===== src/common/pus_pkg.sv =====
// Purpose: shared constants and types of the parallel unit supervisor
// Assumes: 20 MHz system clock, APB register access, 32-bit data
// Notes:   link messages carry a kind, a unit address and 16 data bits
package pus_pkg;
   localparam int          CLK_MHZ       = 20;
   localparam int          POLL_WAIT_US  = 100;
   localparam int          POLL_WAIT_CYC = POLL_WAIT_US * CLK_MHZ;
   localparam int          SUPERVISE_US  = 10000;
   localparam int          SUPERVISE_CYC = SUPERVISE_US * CLK_MHZ;
   localparam int          TMR_W         = 18;

   // unit addresses: 0 is the master, 1..15 the slave positions
   localparam logic [3:0]  ADDR_MASTER   = 4'h0;
   localparam logic [3:0]  FIRST_SLAVE   = 4'h1;
   localparam logic [3:0]  MAX_SLAVES    = 4'hF;

   // register byte offsets
   localparam logic [11:0] ADDR_CTRL     = 12'h000;
   localparam logic [11:0] ADDR_STATUS   = 12'h004;
   localparam logic [11:0] ADDR_SETVAL   = 12'h008;
   localparam logic [11:0] ADDR_RATE_I   = 12'h00C;
   localparam logic [11:0] ADDR_RATE_P   = 12'h010;
   localparam logic [11:0] ADDR_RATE_R   = 12'h014;
   localparam logic [11:0] ADDR_TOTAL_I  = 12'h018;
   localparam logic [11:0] ADDR_TOTAL_P  = 12'h01C;
   localparam logic [11:0] ADDR_TOTAL_R  = 12'h020;
   localparam logic [11:0] ADDR_ALARM    = 12'h024;
   localparam logic [11:0] ADDR_THR_V    = 12'h028;
   localparam logic [11:0] ADDR_THR_I    = 12'h02C;
   localparam logic [11:0] ADDR_THR_P    = 12'h030;

   // control register fields
   localparam int          CTRL_MODE_LSB = 0;
   localparam int          CTRL_REINIT   = 2;
   localparam int          CTRL_OUT_ON   = 3;
   localparam int          CTRL_ACK      = 4;
   localparam int          CTRL_ADDR_LSB = 8;

   // parallel_unit_mode codes
   localparam logic [1:0]  MODE_OFF      = 2'h0;
   localparam logic [1:0]  MODE_SLAVE    = 2'h1;
   localparam logic [1:0]  MODE_MASTER   = 2'h2;

   // link message kinds
   localparam logic [1:0]  K_POLL        = 2'h0;
   localparam logic [1:0]  K_ANSWER      = 2'h1;
   localparam logic [1:0]  K_SETVAL      = 2'h2;
   localparam logic [1:0]  K_ACK         = 2'h3;
   localparam int          SETVAL_OUT    = 15;

   // alarm vector bits
   localparam int          ALM_OV        = 0;
   localparam int          ALM_OC        = 1;
   localparam int          ALM_OP        = 2;
   localparam int          ALM_PF        = 3;
   localparam int          ALM_OT        = 4;
   localparam int          ALM_W         = 5;
   localparam logic [4:0]  ALM_AUTO      = 5'h18;

   localparam logic [15:0] THR_RST       = 16'hFFFF;
   localparam logic [15:0] RATE_RST      = 16'h0001;

   typedef struct packed {
      logic        valid;
      logic [1:0]  kind;
      logic [3:0]  addr;
      logic [15:0] data;
   } pus_msg_t;

   typedef struct packed {
      logic        psel;
      logic        penable;
      logic        pwrite;
      logic [11:0] paddr;
      logic [31:0] pwdata;
   } pus_apb_req_t;

   typedef enum logic [2:0] {
      ST_IDLE, ST_POLL, ST_WAIT, ST_CALC, ST_RUN, ST_FAIL, ST_SLAVE
   } pus_state_t;

   typedef struct packed {
      pus_state_t  state;
      logic        first;
      logic [1:0]  mode;
      logic [3:0]  addr;
      logic        searching;
      logic [3:0]  pos;
      logic [15:0] found;
      logic [3:0]  count;
      logic [TMR_W-1:0] tmr;
      logic [15:0] setval;
      logic        out_on;
      logic        dc_on;
      logic        auto_rst;
      logic [15:0] thr_v;
      logic [15:0] thr_i;
      logic [15:0] thr_p;
      logic [15:0] rate_i;
      logic [15:0] rate_p;
      logic [15:0] rate_r;
      logic [20:0] tot_i;
      logic [20:0] tot_p;
      logic [15:0] tot_r;
      logic [15:0] rem;
      logic        link_alm;
      logic        init_fail;
      logic        ctl;
      logic        hold;
      logic [4:0]  alm_code;
      logic [3:0]  alm_src;
      logic        alm_new;
      logic        ack_pend;
      logic [4:0]  last_alm;
      pus_msg_t    tx;
      logic [31:0] prdata;
      logic        pslverr;
   } pus_regs_t;
endpackage : pus_pkg


===== src/rtl/pus_supervisor.sv =====
// Purpose: supervisor of one supply unit in a master/slave parallel system
// Assumes: synchronous inputs, one message per cycle on the unit link
// Notes:   registers over APB, zero wait states
//
// The address map and the APB slave port were left to the implementer.
`timescale 1ns/1ps
module pus_supervisor #(
   parameter int SUPERVISE_CYCLES = pus_pkg::SUPERVISE_CYC
) (
   input  wire logic             REF_CLK,
   input  wire logic             RST,
   input  wire logic             PSEL,
   input  wire logic             PENABLE,
   input  wire logic             PWRITE,
   input  wire logic [11:0]      PADDR,
   input  wire logic [31:0]      PWDATA,
   output logic      [31:0]      PRDATA,
   output logic                  PREADY,
   output logic                  PSLVERR,
   input  wire logic [1:0]       CFG_MODE,
   input  wire logic [15:0]      MEAS_V,
   input  wire logic [15:0]      MEAS_I,
   input  wire logic [15:0]      MEAS_P,
   input  wire logic             POWER_FAIL_ALARM,
   input  wire logic             OVERTEMPERATURE_ALARM,
   input  wire logic             OUTPUT_INHIBIT_INPUT,
   input  wire pus_pkg::pus_msg_t LINK_RX,
   output pus_pkg::pus_msg_t     LINK_TX,
   output logic                  OUTPUT_ENABLE,
   output logic                  LINK_PROTECTION_ALARM,
   output logic                  CONTROL_LOCK,
   output logic      [15:0]      SET_VALUE
);
   localparam int TMR_W_L = pus_pkg::TMR_W;
   localparam logic [TMR_W_L-1:0] SUP_LAST = TMR_W_L'(SUPERVISE_CYCLES - 1);
   localparam logic [TMR_W_L-1:0] POLL_LAST = TMR_W_L'(pus_pkg::POLL_WAIT_CYC - 1);

   pus_pkg::pus_regs_t r_reg;
   pus_pkg::pus_regs_t r_next;
   pus_pkg::pus_apb_req_t apb;

   logic [4:0]  alarms;
   logic [4:0]  new_alm;
   logic [4:0]  units;
   logic [31:0] rd_val;
   logic        hit;
   logic        wr;
   logic        start;
   logic        adv;
   logic        rx_mine;

   assign apb = '{PSEL, PENABLE, PWRITE, PADDR, PWDATA};

   // own threshold supervision plus sensor alarms
   always_comb begin
      alarms = '0;
      alarms[pus_pkg::ALM_OV] = MEAS_V > r_reg.thr_v;
      alarms[pus_pkg::ALM_OC] = MEAS_I > r_reg.thr_i;
      alarms[pus_pkg::ALM_OP] = MEAS_P > r_reg.thr_p;
      alarms[pus_pkg::ALM_PF] = POWER_FAIL_ALARM;
      alarms[pus_pkg::ALM_OT] = OVERTEMPERATURE_ALARM;
   end

   // read decode
   always_comb begin
      hit    = 1'b1;
      rd_val = '0;
      if (apb.paddr == pus_pkg::ADDR_CTRL) begin
         rd_val = {20'h00000, r_reg.addr, 3'h0, 1'b0, r_reg.out_on, 1'b0, r_reg.mode};
      end else if (apb.paddr == pus_pkg::ADDR_STATUS) begin
         rd_val = {17'h00000, r_reg.state, r_reg.mode, r_reg.alm_new, r_reg.hold,
                   r_reg.dc_on, r_reg.ctl, r_reg.init_fail, r_reg.link_alm,
                   r_reg.count};
      end else if (apb.paddr == pus_pkg::ADDR_SETVAL) begin
         rd_val = {16'h0000, r_reg.setval};
      end else if (apb.paddr == pus_pkg::ADDR_RATE_I) begin
         rd_val = {16'h0000, r_reg.rate_i};
      end else if (apb.paddr == pus_pkg::ADDR_RATE_P) begin
         rd_val = {16'h0000, r_reg.rate_p};
      end else if (apb.paddr == pus_pkg::ADDR_RATE_R) begin
         rd_val = {16'h0000, r_reg.rate_r};
      end else if (apb.paddr == pus_pkg::ADDR_TOTAL_I) begin
         rd_val = {11'h000, r_reg.tot_i};
      end else if (apb.paddr == pus_pkg::ADDR_TOTAL_P) begin
         rd_val = {11'h000, r_reg.tot_p};
      end else if (apb.paddr == pus_pkg::ADDR_TOTAL_R) begin
         rd_val = {16'h0000, r_reg.tot_r};
      end else if (apb.paddr == pus_pkg::ADDR_ALARM) begin
         rd_val = {11'h000, alarms, 4'h0, r_reg.alm_src, 3'h0, r_reg.alm_code};
      end else if (apb.paddr == pus_pkg::ADDR_THR_V) begin
         rd_val = {16'h0000, r_reg.thr_v};
      end else if (apb.paddr == pus_pkg::ADDR_THR_I) begin
         rd_val = {16'h0000, r_reg.thr_i};
      end else if (apb.paddr == pus_pkg::ADDR_THR_P) begin
         rd_val = {16'h0000, r_reg.thr_p};
      end else begin
         hit = 1'b0;
      end
   end

   always_comb begin
      r_next         = r_reg;
      r_next.tx      = '0;
      r_next.first   = 1'b0;
      r_next.last_alm = alarms;
      new_alm        = alarms & ~r_reg.last_alm;
      units          = {1'b0, r_reg.count} + 5'h01;
      wr             = apb.psel & apb.penable & apb.pwrite & ~r_reg.pslverr;
      start          = 1'b0;
      adv            = 1'b0;
      rx_mine        = LINK_RX.valid && LINK_RX.addr == r_reg.addr;

      // apb setup phase: capture answer for the access phase
      if (apb.psel && !apb.penable) begin
         r_next.prdata  = hit ? rd_val : 32'h00000000;
         r_next.pslverr = ~hit;
         if (apb.pwrite && r_reg.ctl && apb.paddr != pus_pkg::ADDR_CTRL) begin
            r_next.pslverr = 1'b1;
         end
      end

      // register writes
      if (wr) begin
         if (apb.paddr == pus_pkg::ADDR_CTRL) begin
            r_next.addr = apb.pwdata[pus_pkg::CTRL_ADDR_LSB +: 4];
            r_next.mode = apb.pwdata[pus_pkg::CTRL_MODE_LSB +: 2];
            if (!r_reg.ctl) begin
               r_next.out_on = apb.pwdata[pus_pkg::CTRL_OUT_ON] && alarms == '0;
               r_next.auto_rst = 1'b0;
               if (apb.pwdata[pus_pkg::CTRL_ACK] && r_reg.alm_new) begin
                  r_next.alm_new  = 1'b0;
                  r_next.ack_pend = 1'b1;
               end
               if (apb.pwdata[pus_pkg::CTRL_REINIT] && r_next.mode == pus_pkg::MODE_MASTER) begin
                  start = 1'b1;
               end
            end
            if (r_next.mode != r_reg.mode) begin
               r_next.ctl      = 1'b0;
               r_next.out_on   = 1'b0;
               r_next.link_alm = r_next.mode == pus_pkg::MODE_SLAVE;
               r_next.state    = r_next.mode == pus_pkg::MODE_SLAVE ?
                                 pus_pkg::ST_SLAVE : pus_pkg::ST_IDLE;
               start           = r_next.mode == pus_pkg::MODE_MASTER;
            end
         end else if (apb.paddr == pus_pkg::ADDR_SETVAL) begin
            // clamp to the scaled system current range
            r_next.setval = {5'h00, apb.pwdata[15:0]} > r_reg.tot_i ?
                            r_reg.tot_i[15:0] : apb.pwdata[15:0];
         end else if (apb.paddr == pus_pkg::ADDR_RATE_I) begin
            r_next.rate_i = apb.pwdata[15:0];
         end else if (apb.paddr == pus_pkg::ADDR_RATE_P) begin
            r_next.rate_p = apb.pwdata[15:0];
         end else if (apb.paddr == pus_pkg::ADDR_RATE_R) begin
            r_next.rate_r = apb.pwdata[15:0];
         end else if (apb.paddr == pus_pkg::ADDR_THR_V) begin
            r_next.thr_v = apb.pwdata[15:0];
         end else if (apb.paddr == pus_pkg::ADDR_THR_I) begin
            r_next.thr_i = apb.pwdata[15:0];
         end else if (apb.paddr == pus_pkg::ADDR_THR_P) begin
            r_next.thr_p = apb.pwdata[15:0];
         end
      end

      // power-up: take the stored mode
      if (r_reg.first) begin
         r_next.mode = CFG_MODE;
         if (CFG_MODE == pus_pkg::MODE_MASTER) begin
            start = 1'b1;
         end else if (CFG_MODE == pus_pkg::MODE_SLAVE) begin
            r_next.state    = pus_pkg::ST_SLAVE;
            r_next.link_alm = 1'b1;
         end
      end

      case (r_reg.state)
         pus_pkg::ST_POLL: begin
            r_next.tmr = '0;
            if (!r_reg.searching && !r_reg.found[r_reg.pos]) begin
               adv = 1'b1;
            end else begin
               r_next.tx    = '{1'b1, pus_pkg::K_POLL, r_reg.pos,
                                {15'h0000, r_reg.searching}};
               r_next.state = pus_pkg::ST_WAIT;
            end
         end
         pus_pkg::ST_WAIT: begin
            r_next.tmr = r_reg.tmr + 1'b1;
            if (LINK_RX.valid && LINK_RX.kind == pus_pkg::K_ANSWER &&
                LINK_RX.addr == r_reg.pos) begin
               adv = 1'b1;
               if (r_reg.searching) begin
                  r_next.found[r_reg.pos] = 1'b1;
                  r_next.count = r_reg.count + 1'b1;
               end else if (LINK_RX.data[4:0] != '0) begin
                  r_next.alm_code = LINK_RX.data[4:0];
                  r_next.alm_src  = r_reg.pos;
                  r_next.alm_new  = 1'b1;
               end
            end else if (r_reg.searching && LINK_RX.valid && LINK_RX.kind == pus_pkg::K_POLL) begin
               r_next.init_fail = 1'b1;
               r_next.state     = pus_pkg::ST_FAIL;
            end else if (r_reg.tmr == POLL_LAST) begin
               if (r_reg.searching) begin
                  adv = 1'b1;
               end else begin
                  r_next.link_alm = 1'b1;
                  r_next.out_on   = 1'b0;
                  // off command to all slaves, set value kept
                  r_next.tx       = '{1'b1, pus_pkg::K_SETVAL, pus_pkg::ADDR_MASTER,
                                      {1'b0, r_reg.setval[14:0]}};
                  r_next.state    = pus_pkg::ST_FAIL;
               end
            end
         end
         pus_pkg::ST_CALC: begin
            r_next.tot_i = {5'h00, r_reg.rate_i} * {16'h0000, units};
            r_next.tot_p = {5'h00, r_reg.rate_p} * {16'h0000, units};
            // resistance of units in parallel by repeated subtraction
            if (r_reg.rem >= {11'h000, units}) begin
               r_next.rem   = r_reg.rem - {11'h000, units};
               r_next.tot_r = r_reg.tot_r + 1'b1;
            end else begin
               r_next.searching = 1'b0;
               r_next.setval    = '0;
               r_next.out_on    = 1'b0;
               r_next.link_alm  = 1'b0;
               r_next.state     = pus_pkg::ST_RUN;
            end
         end
         pus_pkg::ST_RUN: begin
            if (r_reg.ack_pend) begin
               r_next.tx       = '{1'b1, pus_pkg::K_ACK, r_reg.alm_src, 16'h0000};
               r_next.ack_pend = 1'b0;
            end else begin
               r_next.tx = '{1'b1, pus_pkg::K_SETVAL, pus_pkg::ADDR_MASTER,
                             {r_reg.out_on, r_reg.setval[14:0]}};
            end
            r_next.pos   = pus_pkg::FIRST_SLAVE;
            r_next.state = pus_pkg::ST_POLL;
         end
         pus_pkg::ST_SLAVE: begin
            r_next.tmr = r_reg.ctl ? r_reg.tmr + 1'b1 : '0;
            if (LINK_RX.valid) begin
               if (rx_mine && LINK_RX.kind == pus_pkg::K_POLL) begin
                  r_next.tmr = '0;
                  r_next.tx  = '{1'b1, pus_pkg::K_ANSWER, r_reg.addr,
                                 {11'h000, r_reg.hold ? r_reg.alm_code : 5'h00}};
                  if (LINK_RX.data[0]) begin
                     r_next.ctl      = 1'b1;
                     r_next.link_alm = 1'b0;
                     r_next.hold     = 1'b0;
                     r_next.out_on   = 1'b0;
                     r_next.thr_v    = pus_pkg::THR_RST;
                     r_next.thr_i    = pus_pkg::THR_RST;
                     r_next.thr_p    = pus_pkg::THR_RST;
                  end
               end else if (r_reg.ctl && LINK_RX.kind == pus_pkg::K_SETVAL) begin
                  r_next.tmr    = '0;
                  r_next.setval = {1'b0, LINK_RX.data[14:0]};
                  r_next.out_on = LINK_RX.data[pus_pkg::SETVAL_OUT] &&
                                  !r_reg.hold && alarms == '0;
               end else if (r_reg.ctl && rx_mine && LINK_RX.kind == pus_pkg::K_ACK) begin
                  r_next.tmr  = '0;
                  r_next.hold = 1'b0;
               end
            end
            if (r_reg.ctl && r_reg.tmr == SUP_LAST) begin
               r_next.ctl      = 1'b0;
               r_next.out_on   = 1'b0;
               r_next.link_alm = 1'b1;
            end
         end
         default: begin
         end
      endcase

      // advance to the next slave position, at most fifteen
      if (adv) begin
         if (r_reg.pos == pus_pkg::MAX_SLAVES) begin
            r_next.state = r_reg.searching ? pus_pkg::ST_CALC : pus_pkg::ST_RUN;
         end else begin
            r_next.pos   = r_reg.pos + 1'b1;
            r_next.state = pus_pkg::ST_POLL;
         end
      end

      if (start) begin
         r_next.state     = pus_pkg::ST_POLL;
         r_next.searching = 1'b1;
         r_next.pos       = pus_pkg::FIRST_SLAVE;
         r_next.found     = '0;
         r_next.count     = '0;
         r_next.ctl       = 1'b0;
         r_next.init_fail = 1'b0;
         // a new init clears link loss at once
         r_next.link_alm  = 1'b0;
         r_next.out_on    = 1'b0;
         r_next.rem       = r_reg.rate_r;
         r_next.tot_r     = '0;
      end

      // own alarms
      if (new_alm != '0) begin
         r_next.out_on   = 1'b0;
         r_next.auto_rst = r_reg.out_on && (new_alm & ~pus_pkg::ALM_AUTO) == '0;
         r_next.alm_code = new_alm;
         r_next.alm_src  = pus_pkg::ADDR_MASTER;
         if (r_reg.ctl) begin
            r_next.hold = 1'b1;
         end else begin
            r_next.alm_new = 1'b1;
         end
      end else if (r_reg.auto_rst && alarms == '0) begin
         r_next.out_on   = 1'b1;
         r_next.auto_rst = 1'b0;
      end

      r_next.dc_on = r_next.out_on && !OUTPUT_INHIBIT_INPUT;
   end

   always_ff @(posedge REF_CLK or posedge RST) begin
      if (RST) begin
         r_reg          <= '0;
         r_reg.state    <= pus_pkg::ST_IDLE;
         r_reg.first    <= 1'b1;
         r_reg.pos      <= pus_pkg::FIRST_SLAVE;
         r_reg.thr_v    <= pus_pkg::THR_RST;
         r_reg.thr_i    <= pus_pkg::THR_RST;
         r_reg.thr_p    <= pus_pkg::THR_RST;
         r_reg.rate_i   <= pus_pkg::RATE_RST;
         r_reg.rate_p   <= pus_pkg::RATE_RST;
         r_reg.rate_r   <= pus_pkg::RATE_RST;
      end else begin
         r_reg <= r_next;
      end
   end

   assign PRDATA                = r_reg.prdata;
   assign PREADY                = 1'b1;
   assign PSLVERR               = apb.psel & apb.penable & r_reg.pslverr;
   assign LINK_TX               = r_reg.tx;
   assign OUTPUT_ENABLE         = r_reg.dc_on;
   assign LINK_PROTECTION_ALARM = r_reg.link_alm;
   assign CONTROL_LOCK          = r_reg.ctl;
   assign SET_VALUE             = r_reg.setval;
endmodule : pus_supervisor


===== config.mk =====
export PLATFORM = sky130hd
export DESIGN_NAME = pus_supervisor
export DESIGN_NICKNAME = d
export VERILOG_FILES = /design/src/common/pus_pkg.sv /design/src/rtl/pus_supervisor.sv
export SDC_FILE = /design/constraint.sdc
export NUM_CORES = 1
export LEC_CHECK = 0
export ABC_AREA = 1
export ABC_CLOCK_PERIOD_IN_PS = 11930
export BUFFER_PORTS_ARGS = -buffer_cell sky130_fd_sc_hd__buf_2
export CAP_MARGIN = 5
export CORE_UTILIZATION = 34
export DETAILED_ROUTE_END_ITERATION = 7
export GPL_ROUTABILITY_DRIVEN = 0
export MAX_ROUTING_LAYER = met4
export PLACE_DENSITY = 0.56
export SLEW_MARGIN = 20
export SYNTH_ARGS = -nofsm -noshare
export SYNTH_HDL_FRONTEND = slang
export SYNTH_SLANG_ARGS = --single-unit

===== constraint.sdc =====
create_clock -name REF_CLK -period 11.93 [get_ports REF_CLK]
set_clock_uncertainty 0.15 [all_clocks]
set_input_delay 0.5965 -clock REF_CLK [delete_from_list [all_inputs] [get_ports REF_CLK]]
set_output_delay 0.5965 -clock REF_CLK [all_outputs]
set_load 0.05 [all_outputs]

==> metrics.txt, run 1 <==
Mapped Cells=2940; most common cell after layout, fill and taps aside=nand2_1; Crit path buffers/inverters=5; Final Util=between 30% and 40%; Async SR Flop Fraction=100.0%; Tcrit/Tclk final=53.49%; Leakage Power=12.02 nW; max reg flops=between 200 and 250; first-pass GRT wire length=~120000 um; Final Max Tran Viols=0; commonest non-fill, non-tap cells in the layout=652 x nand2_1, 443 x inv_1, 254 x dfrtp_1; TritonRoute pass-1 iters=6; Longest Clk Path Bufs=3; Hold WC Path Type=in2async; Final Hold Vio Count=1; Placeable Area=0.06575 mm^2; port bufs=about 170; overall routing resource usage=~25%; root buffer selected by CTS=clkbuf_16; antenna-violating nets left=0; Skew-Pair Late Insertion Delay=about 0.57 ns; Seq/Total Area, Yosys=between 30% and 40%; worst path arrival time=6.66 ns; DR WL/cell=20.79 um; Mapped Area=roughly 0.023 mm^2; CP dominant cell by count=nand2_1; layout cells sized above 1=12.04%; die height=around 260 um; kind of critical path=reg2reg; drt via density=around 5.3; post-synthesis cell type count=56; FP Rows=94; status=finished, violations left; sequential cell area=0.007749 mm^2; Main synth FF type=dfrtp_1; pwr/cell area=205.3 mW/mm^2; pin count of the biggest net entering global routing=160; Ports=201; Worst path max stage delay=slightly below 0.5 ns; Max Fclk=around 160 MHz; TritonCTS Buffers=39; maximum vdd ir drop=263.9 uV; WP data required=roughly 12 ns; setup_tns=0 ns; total wire length=81570 um; critical path peak fanout=29; Nets=approximately 3400; Reg2Reg Setup Slack=approximately 5.5 ns; CP Launch Type=flip-flop; Die Wd=around 260 um; Remaining Overflow, GRT=0; initial DRC count=between 2000 and 2500; register bit total from synthesis=307; final setup violation count=0; multi-input logic area=between 0.01 and 0.015 mm^2; fillers=~6900; clock sinks=just over 300; vias in the first global route=a little under 20000; Mean Syn Cell Area=around 7.7 um^2; number of synthesized flops with an enable pin=0; normalized max-slew margin=~28%; synthesis-to-layout area growth=11.70%; initial antenna violation count=4; Crit-path slowest cell=clkinv_1; total number of vias=roughly 21000; Die Area=between 0.06 and 0.07 mm^2; worst slew pin tran=~1.1 ns; RSZ-0062 raised after global routing=no; DRC viols=0; max cap viols=0; WHS=-0.01714 ns; endpoint class of the critical path=flip-flop; Initial Util=about a third; crit path cell chain=buf_4, clkinv_1, nor3_1, nand2_1, nand2_1, clkinv_1, buf_4, nand2_1, fa_1, fa_1, fa_1, inv_1, ha_1, a21oi_1, o21a_1, o21ai_0, a31oi_1, o21ai_0, nand3_1, nand2_1, xnor2_1, o21ai_0; CTS tree=built; violated checks=negative hold slack; post-route minimum period=between 6 and 7 ns; Ys Warns=0; delay-heaviest family, CP=buffers and inverters; DP HPWL=approximately 62000 um; clock-pin slew on the worst setup and hold paths=0.06 ns; Clock H-tree levels=2
kinds of logic (layout without fill, tap and decap cells):
| group | after synthesis | after routing | synth area share, % |
|---|---|---|---|
| simple gates | 1143 | 1143 | 21.31 |
| buf+inv | 624 | 729 | 11.62 |
| compound gates | 595 | 595 | 15.85 |
| flops | 307 | 307 | 34.29 |
| fa+ha+maj | 219 | 219 | 14.95 |
| xor+xnor | 49 | 49 | 1.899 |
| other cells | 2 | 17 | 0.03323 |
| mux | 1 | 1 | 0.04430 |
final timing paths:
check                                       startpoint                endpoint  cells after the start
worst max-delay path            r_reg[283]$_DFFE_PP0P_  r_reg[143]$_DFFE_PP0P_                     22
worst min-delay path                               RST   LINK_TX[20]$_DFF_PP0_                      2
worst max register to register  r_reg[283]$_DFFE_PP0P_  r_reg[143]$_DFFE_PP0P_                     22
worst min register to register   PRDATA[6]$_DFFE_PP0P_   PRDATA[6]$_DFFE_PP0P_                      2
max in group asynchronous                          RST  r_reg[178]$_DFFE_PP0P_                      3
min in group REF_CLK             OVERTEMPERATURE_ALARM     r_reg[60]$_DFF_PP0_                      1
synthesized netlist by cell type (all sizes together) (28+ instances only):
cell | number | share of area, %
dfstp | 53 | 6.2
o21ai | 192 | 4.3
o221ai | 28 | 1.1
nand4 | 32 | 0.91
ha | 134 | 7.4
nand3 | 140 | 3.1
clkbuf | 75 | 1.2
dfrtp | 254 | 28
buf | 87 | 2.7
nor2 | 235 | 4.2
a21oi | 181 | 4.0
o211ai | 84 | 2.8
nand2 | 657 | 11
nor3 | 41 | 1.0
xor2 | 39 | 1.5
inv | 453 | 7.5
fa | 85 | 7.5
per-stage QoR:
stage	hold slack, ns	instances	cell area (um^2)	setup WS (ns)	power (W)
floorplan	0.2835	2951	22640	2.784	0.003285
global placement	0.3076	3848	23900	5.669	0.003960
detailed placement	0.3065	3848	23900	5.696	0.003971
CTS	0.01564	3920	25230	5.658	0.005226
global route	0.04277	3924	25240	5.161	0.005643
finish	-0.01714	3924	25240	5.548	0.005182
layer usage:
layer	vias up	share of wire, %	global-route usage (%)
met1	9997	42	32.35
met2	940	45	37.73
met5	-	0	-
li1	9756	-	-
met3	197	7.9	4.123
met4	0	5.1	11.83
report_power, final:
group	switching (W)	internal, W	total (W)
combinational	0.00171	0.00100	0.00271
sequential	0.0000912	0.00114	0.00123
clock	0.000499	0.000742	0.00124
worst register-to-register path, stage by stage (launching register included):
cell and delay, ns:
dfrtp_1 0.32, buf_4 0.37, clkinv_1 0.48, nor3_1 0.34, nand2_1 0.07, nand2_1 0.10, clkinv_1 0.49, buf_4 0.42
nand2_1 0.10, fa_1 0.43, fa_1 0.47, fa_1 0.49, inv_1 0.04, ha_1 0.34, a21oi_1 0.10, o21a_1 0.19
o21ai_0 0.41, a31oi_1 0.20, o21ai_0 0.33, nand3_1 0.12, nand2_1 0.09, xnor2_1 0.10, o21ai_0 0.08
cell type report:
type	count	share of cell area, %
diodes	4	0.03966
clock buffers	55	4.426
clock inverters	16	0.7931
inverters	462	6.900
multi-input cells	2020	48.68
flip-flops and latches	307	30.70
well taps	864	4.283
repair buffers	196	4.184
timing repair:
action                                 CTS  global route
setup buffers                            0             0
gates resized for setup                  0             0
endpoints found under the hold margin    1             0
hold buffers                             1             0
Note: power is estimated with default switching activity, not from simulation.
==> run 2: changes to the inputs <==
--- a/config.mk
+++ b/config.mk
@@ -6,14 +6,14 @@
 export NUM_CORES = 1
 export LEC_CHECK = 0
 export ABC_AREA = 1
-export ABC_CLOCK_PERIOD_IN_PS = 11930
+export ABC_CLOCK_PERIOD_IN_PS = 5600
 export BUFFER_PORTS_ARGS = -buffer_cell sky130_fd_sc_hd__buf_2
 export CAP_MARGIN = 5
 export CORE_UTILIZATION = 34
 export DETAILED_ROUTE_END_ITERATION = 7
 export GPL_ROUTABILITY_DRIVEN = 0
 export MAX_ROUTING_LAYER = met4
-export PLACE_DENSITY = 0.56
+export PLACE_DENSITY = 0.58
 export SLEW_MARGIN = 20
 export SYNTH_ARGS = -nofsm -noshare
 export SYNTH_HDL_FRONTEND = slang
==> constraint.sdc (replaced) <==
create_clock -name REF_CLK -period 5.6 [get_ports REF_CLK]
set_clock_uncertainty 0.15 [all_clocks]
set_input_delay 0.28 -clock REF_CLK [delete_from_list [all_inputs] [get_ports REF_CLK]]
set_output_delay 0.28 -clock REF_CLK [all_outputs]
set_load 0.05 [all_outputs]
==> run 2 against run 1 <==
  * The run ends with design-rule violations left
  * Total power is 110% higher
  * Sequential share of layout area is 0.55 points lower
  * Die area stayed put
  * Routed wire length is 1.1% lower
  * Largest power group unchanged
  * Sequential power is 110% higher
  * Design area is 1.8% higher
  * Clock-buffer cell count is 3 higher
==> metrics.txt, run 2 (same netlist as run 1, synthesis figures left out) <==
status=finished, violations left; violated checks=design-rule violations; pwr/cell area=429.8 mW/mm^2 (+110%); worst slew pin tran=1.003 ns (-0.07966 ns); multi-input logic area=0.01230 mm^2 (about the same); post-route minimum period=5.005 ns (-1.377 ns); Die Area=0.06750 mm^2 (unchanged); commonest non-fill, non-tap cells in the layout=652 x nand2_1, 443 x inv_1, 254 x dfrtp_1; RSZ-0062 raised after global routing=no; final setup violation count=0 (unchanged); layout cells sized above 1=11.99% (-0.051 points); most common cell after layout, fill and taps aside=nand2_1; Nets=3409 (+1.2%); DP HPWL=62020 um (-0.38%); vias in the first global route=19440 (-1.5%); sequential cell area=0.007749 mm^2 (unchanged); initial DRC count=2255 (-1.3%); critical path peak fanout=25 (-14%); total wire length=80670 um (-1.1%); first-pass GRT wire length=121000 um (-1.5%); DR WL/cell=20.37 um (-2.0%); postcts setup bufs=0 (unchanged); pin count of the biggest net entering global routing=141 (-12%); Longest Clk Path Bufs=3 (unchanged); Leakage Power=12.22 nW (+1.6%); Initial Util=34.37% (unchanged); Ports=201 (unchanged); CP Launch Type=flip-flop; Skew-Pair Late Insertion Delay=0.57 ns (about the same); Die Wd=259.8 um (unchanged); Clock H-tree levels=2 (unchanged); worst path arrival time=5.29 ns (-1.37 ns); normalized max-slew margin=32.93% (+5.3 points); clock-pin slew on the worst setup and hold paths=0.06 ns (about the same); FP Rows=94 (unchanged); Post-CTS Resized=0 (unchanged); CTS tree=built; setup_tns=0 ns (unchanged); Placeable Area=0.06575 mm^2 (unchanged); die height=259.8 um (unchanged); pre-CTS setup slack=0.6528 ns (-5.044 ns); port bufs=172 (unchanged); kind of critical path=reg2reg; max cap viols=0 (unchanged); fillers=6853 (-0.59%); Remaining Overflow, GRT=0 (unchanged); TritonRoute pass-1 iters=8 (+2); max reg flops=244 (unchanged); WHS=0.01549 ns (+0.03263 ns); synthesis-to-layout area growth=13.74%; Max Fclk=199.8 MHz (+28%); final worst slack=0.5950 ns (-4.953 ns); maximum vdd ir drop=468.3 uV (+77%); antenna-violating nets left=0 (unchanged); TritonCTS Buffers=37 (-5.1%); endpoint class of the critical path=flip-flop; root buffer selected by CTS=clkbuf_16; initial antenna violation count=2 (-2); total power=0.01105 W (+110%); overall routing resource usage=24.57% (-0.36 points); Final Max Tran Viols=0 (unchanged); WP data required=5.88 ns (-6.33 ns); DRC viols=1 (+1); Hold WC Path Type=in2reg; Tcrit/Tclk final=89.38% (+36 points); Final Hold Vio Count=0 (-1); total number of vias=21030 (+0.66%); clock sinks=307 (unchanged); drt via density=5.310 (-0.25%)
[run 2: layout make-up]
cell class                 count  area share [%]
clock inverter                10          0.6133
antenna                        2         0.01947
tap                          864           4.206
clock buffer                  58           4.551
timing repair buffer         237           5.861
sequential                   307           30.15
multi-input combinational   2020           47.84
inverter                     462           6.761
[run 2: metal layers]
layer	up-vias	share of wire [%]	track usage [%]
met4	0	5.0	11.16
met1	10040	41	32.09
met3	197	8.6	3.791
met2	954	45	37.37
li1	9838	-	-
met5	-	0	-
[run 2: power breakdown]
| group | internal (W) | switching, W |
|---|---|---|
| Combinational | 0.00217 | 0.00361 |
| Clock | 0.00162 | 0.00102 |
| Sequential | 0.00243 | 0.000192 |
[run 2: worst paths after layout]
kind                                   startpoint                      to  slack [ns]  depth (start not counted)
setup / recovery           r_reg[283]$_DFFE_PP0P_  r_reg[142]$_DFFE_PP0P_        0.59                         20
min in group asynchronous                     RST  r_reg[298]$_DFFE_PP0P_        0.11                          3
max in group asynchronous                     RST  r_reg[149]$_DFFE_PP0P_        4.13                          4
hold / removal                            PENABLE    r_reg[0]$_DFFE_PP0P_        0.02                          4
hold reg to reg             r_reg[99]$_DFFE_PP0P_   r_reg[99]$_DFFE_PP0P_        0.32                          1
setup reg to reg           r_reg[283]$_DFFE_PP0P_  r_reg[142]$_DFFE_PP0P_        0.59                         20
[run 2: critical path, cell delays in order, from the launching register on]
cell and delay, ns:
dfrtp_1 0.39, clkinv_1 0.10, nor3_1 0.24, or2_2 0.15, nand2_1 0.06, clkinv_1 0.10
buf_4 0.30, nand2_1 0.13, fa_1 0.53, inv_1 0.05, fa_1 0.50, fa_1 0.42
ha_1 0.36, a21oi_1 0.20, o21ai_0 0.16, a21o_1 0.21, a31oi_1 0.22, o21ai_0 0.14
or2_2 0.28, nand3_1 0.08, o21ai_0 0.09
[run 2: stage by stage]
| stage | util, % | cells | instance area (um^2) |
|---|---|---|---|
| final | 39.10 | 3960 | 25700 |
| after CTS | 39.04 | 3957 | 25670 |
| after detailed placement | 36.44 | 3851 | 23960 |
| after floorplan | - | 2951 | 22640 |
| after global routing | 39.10 | 3960 | 25700 |
| after global placement | 36.44 | 3851 | 23960 |
[run 2: what timing repair did]
item,CTS,global route
hold buffers,38,0
endpoints found under the hold margin,84,0
endpoints found under the setup margin,0,0
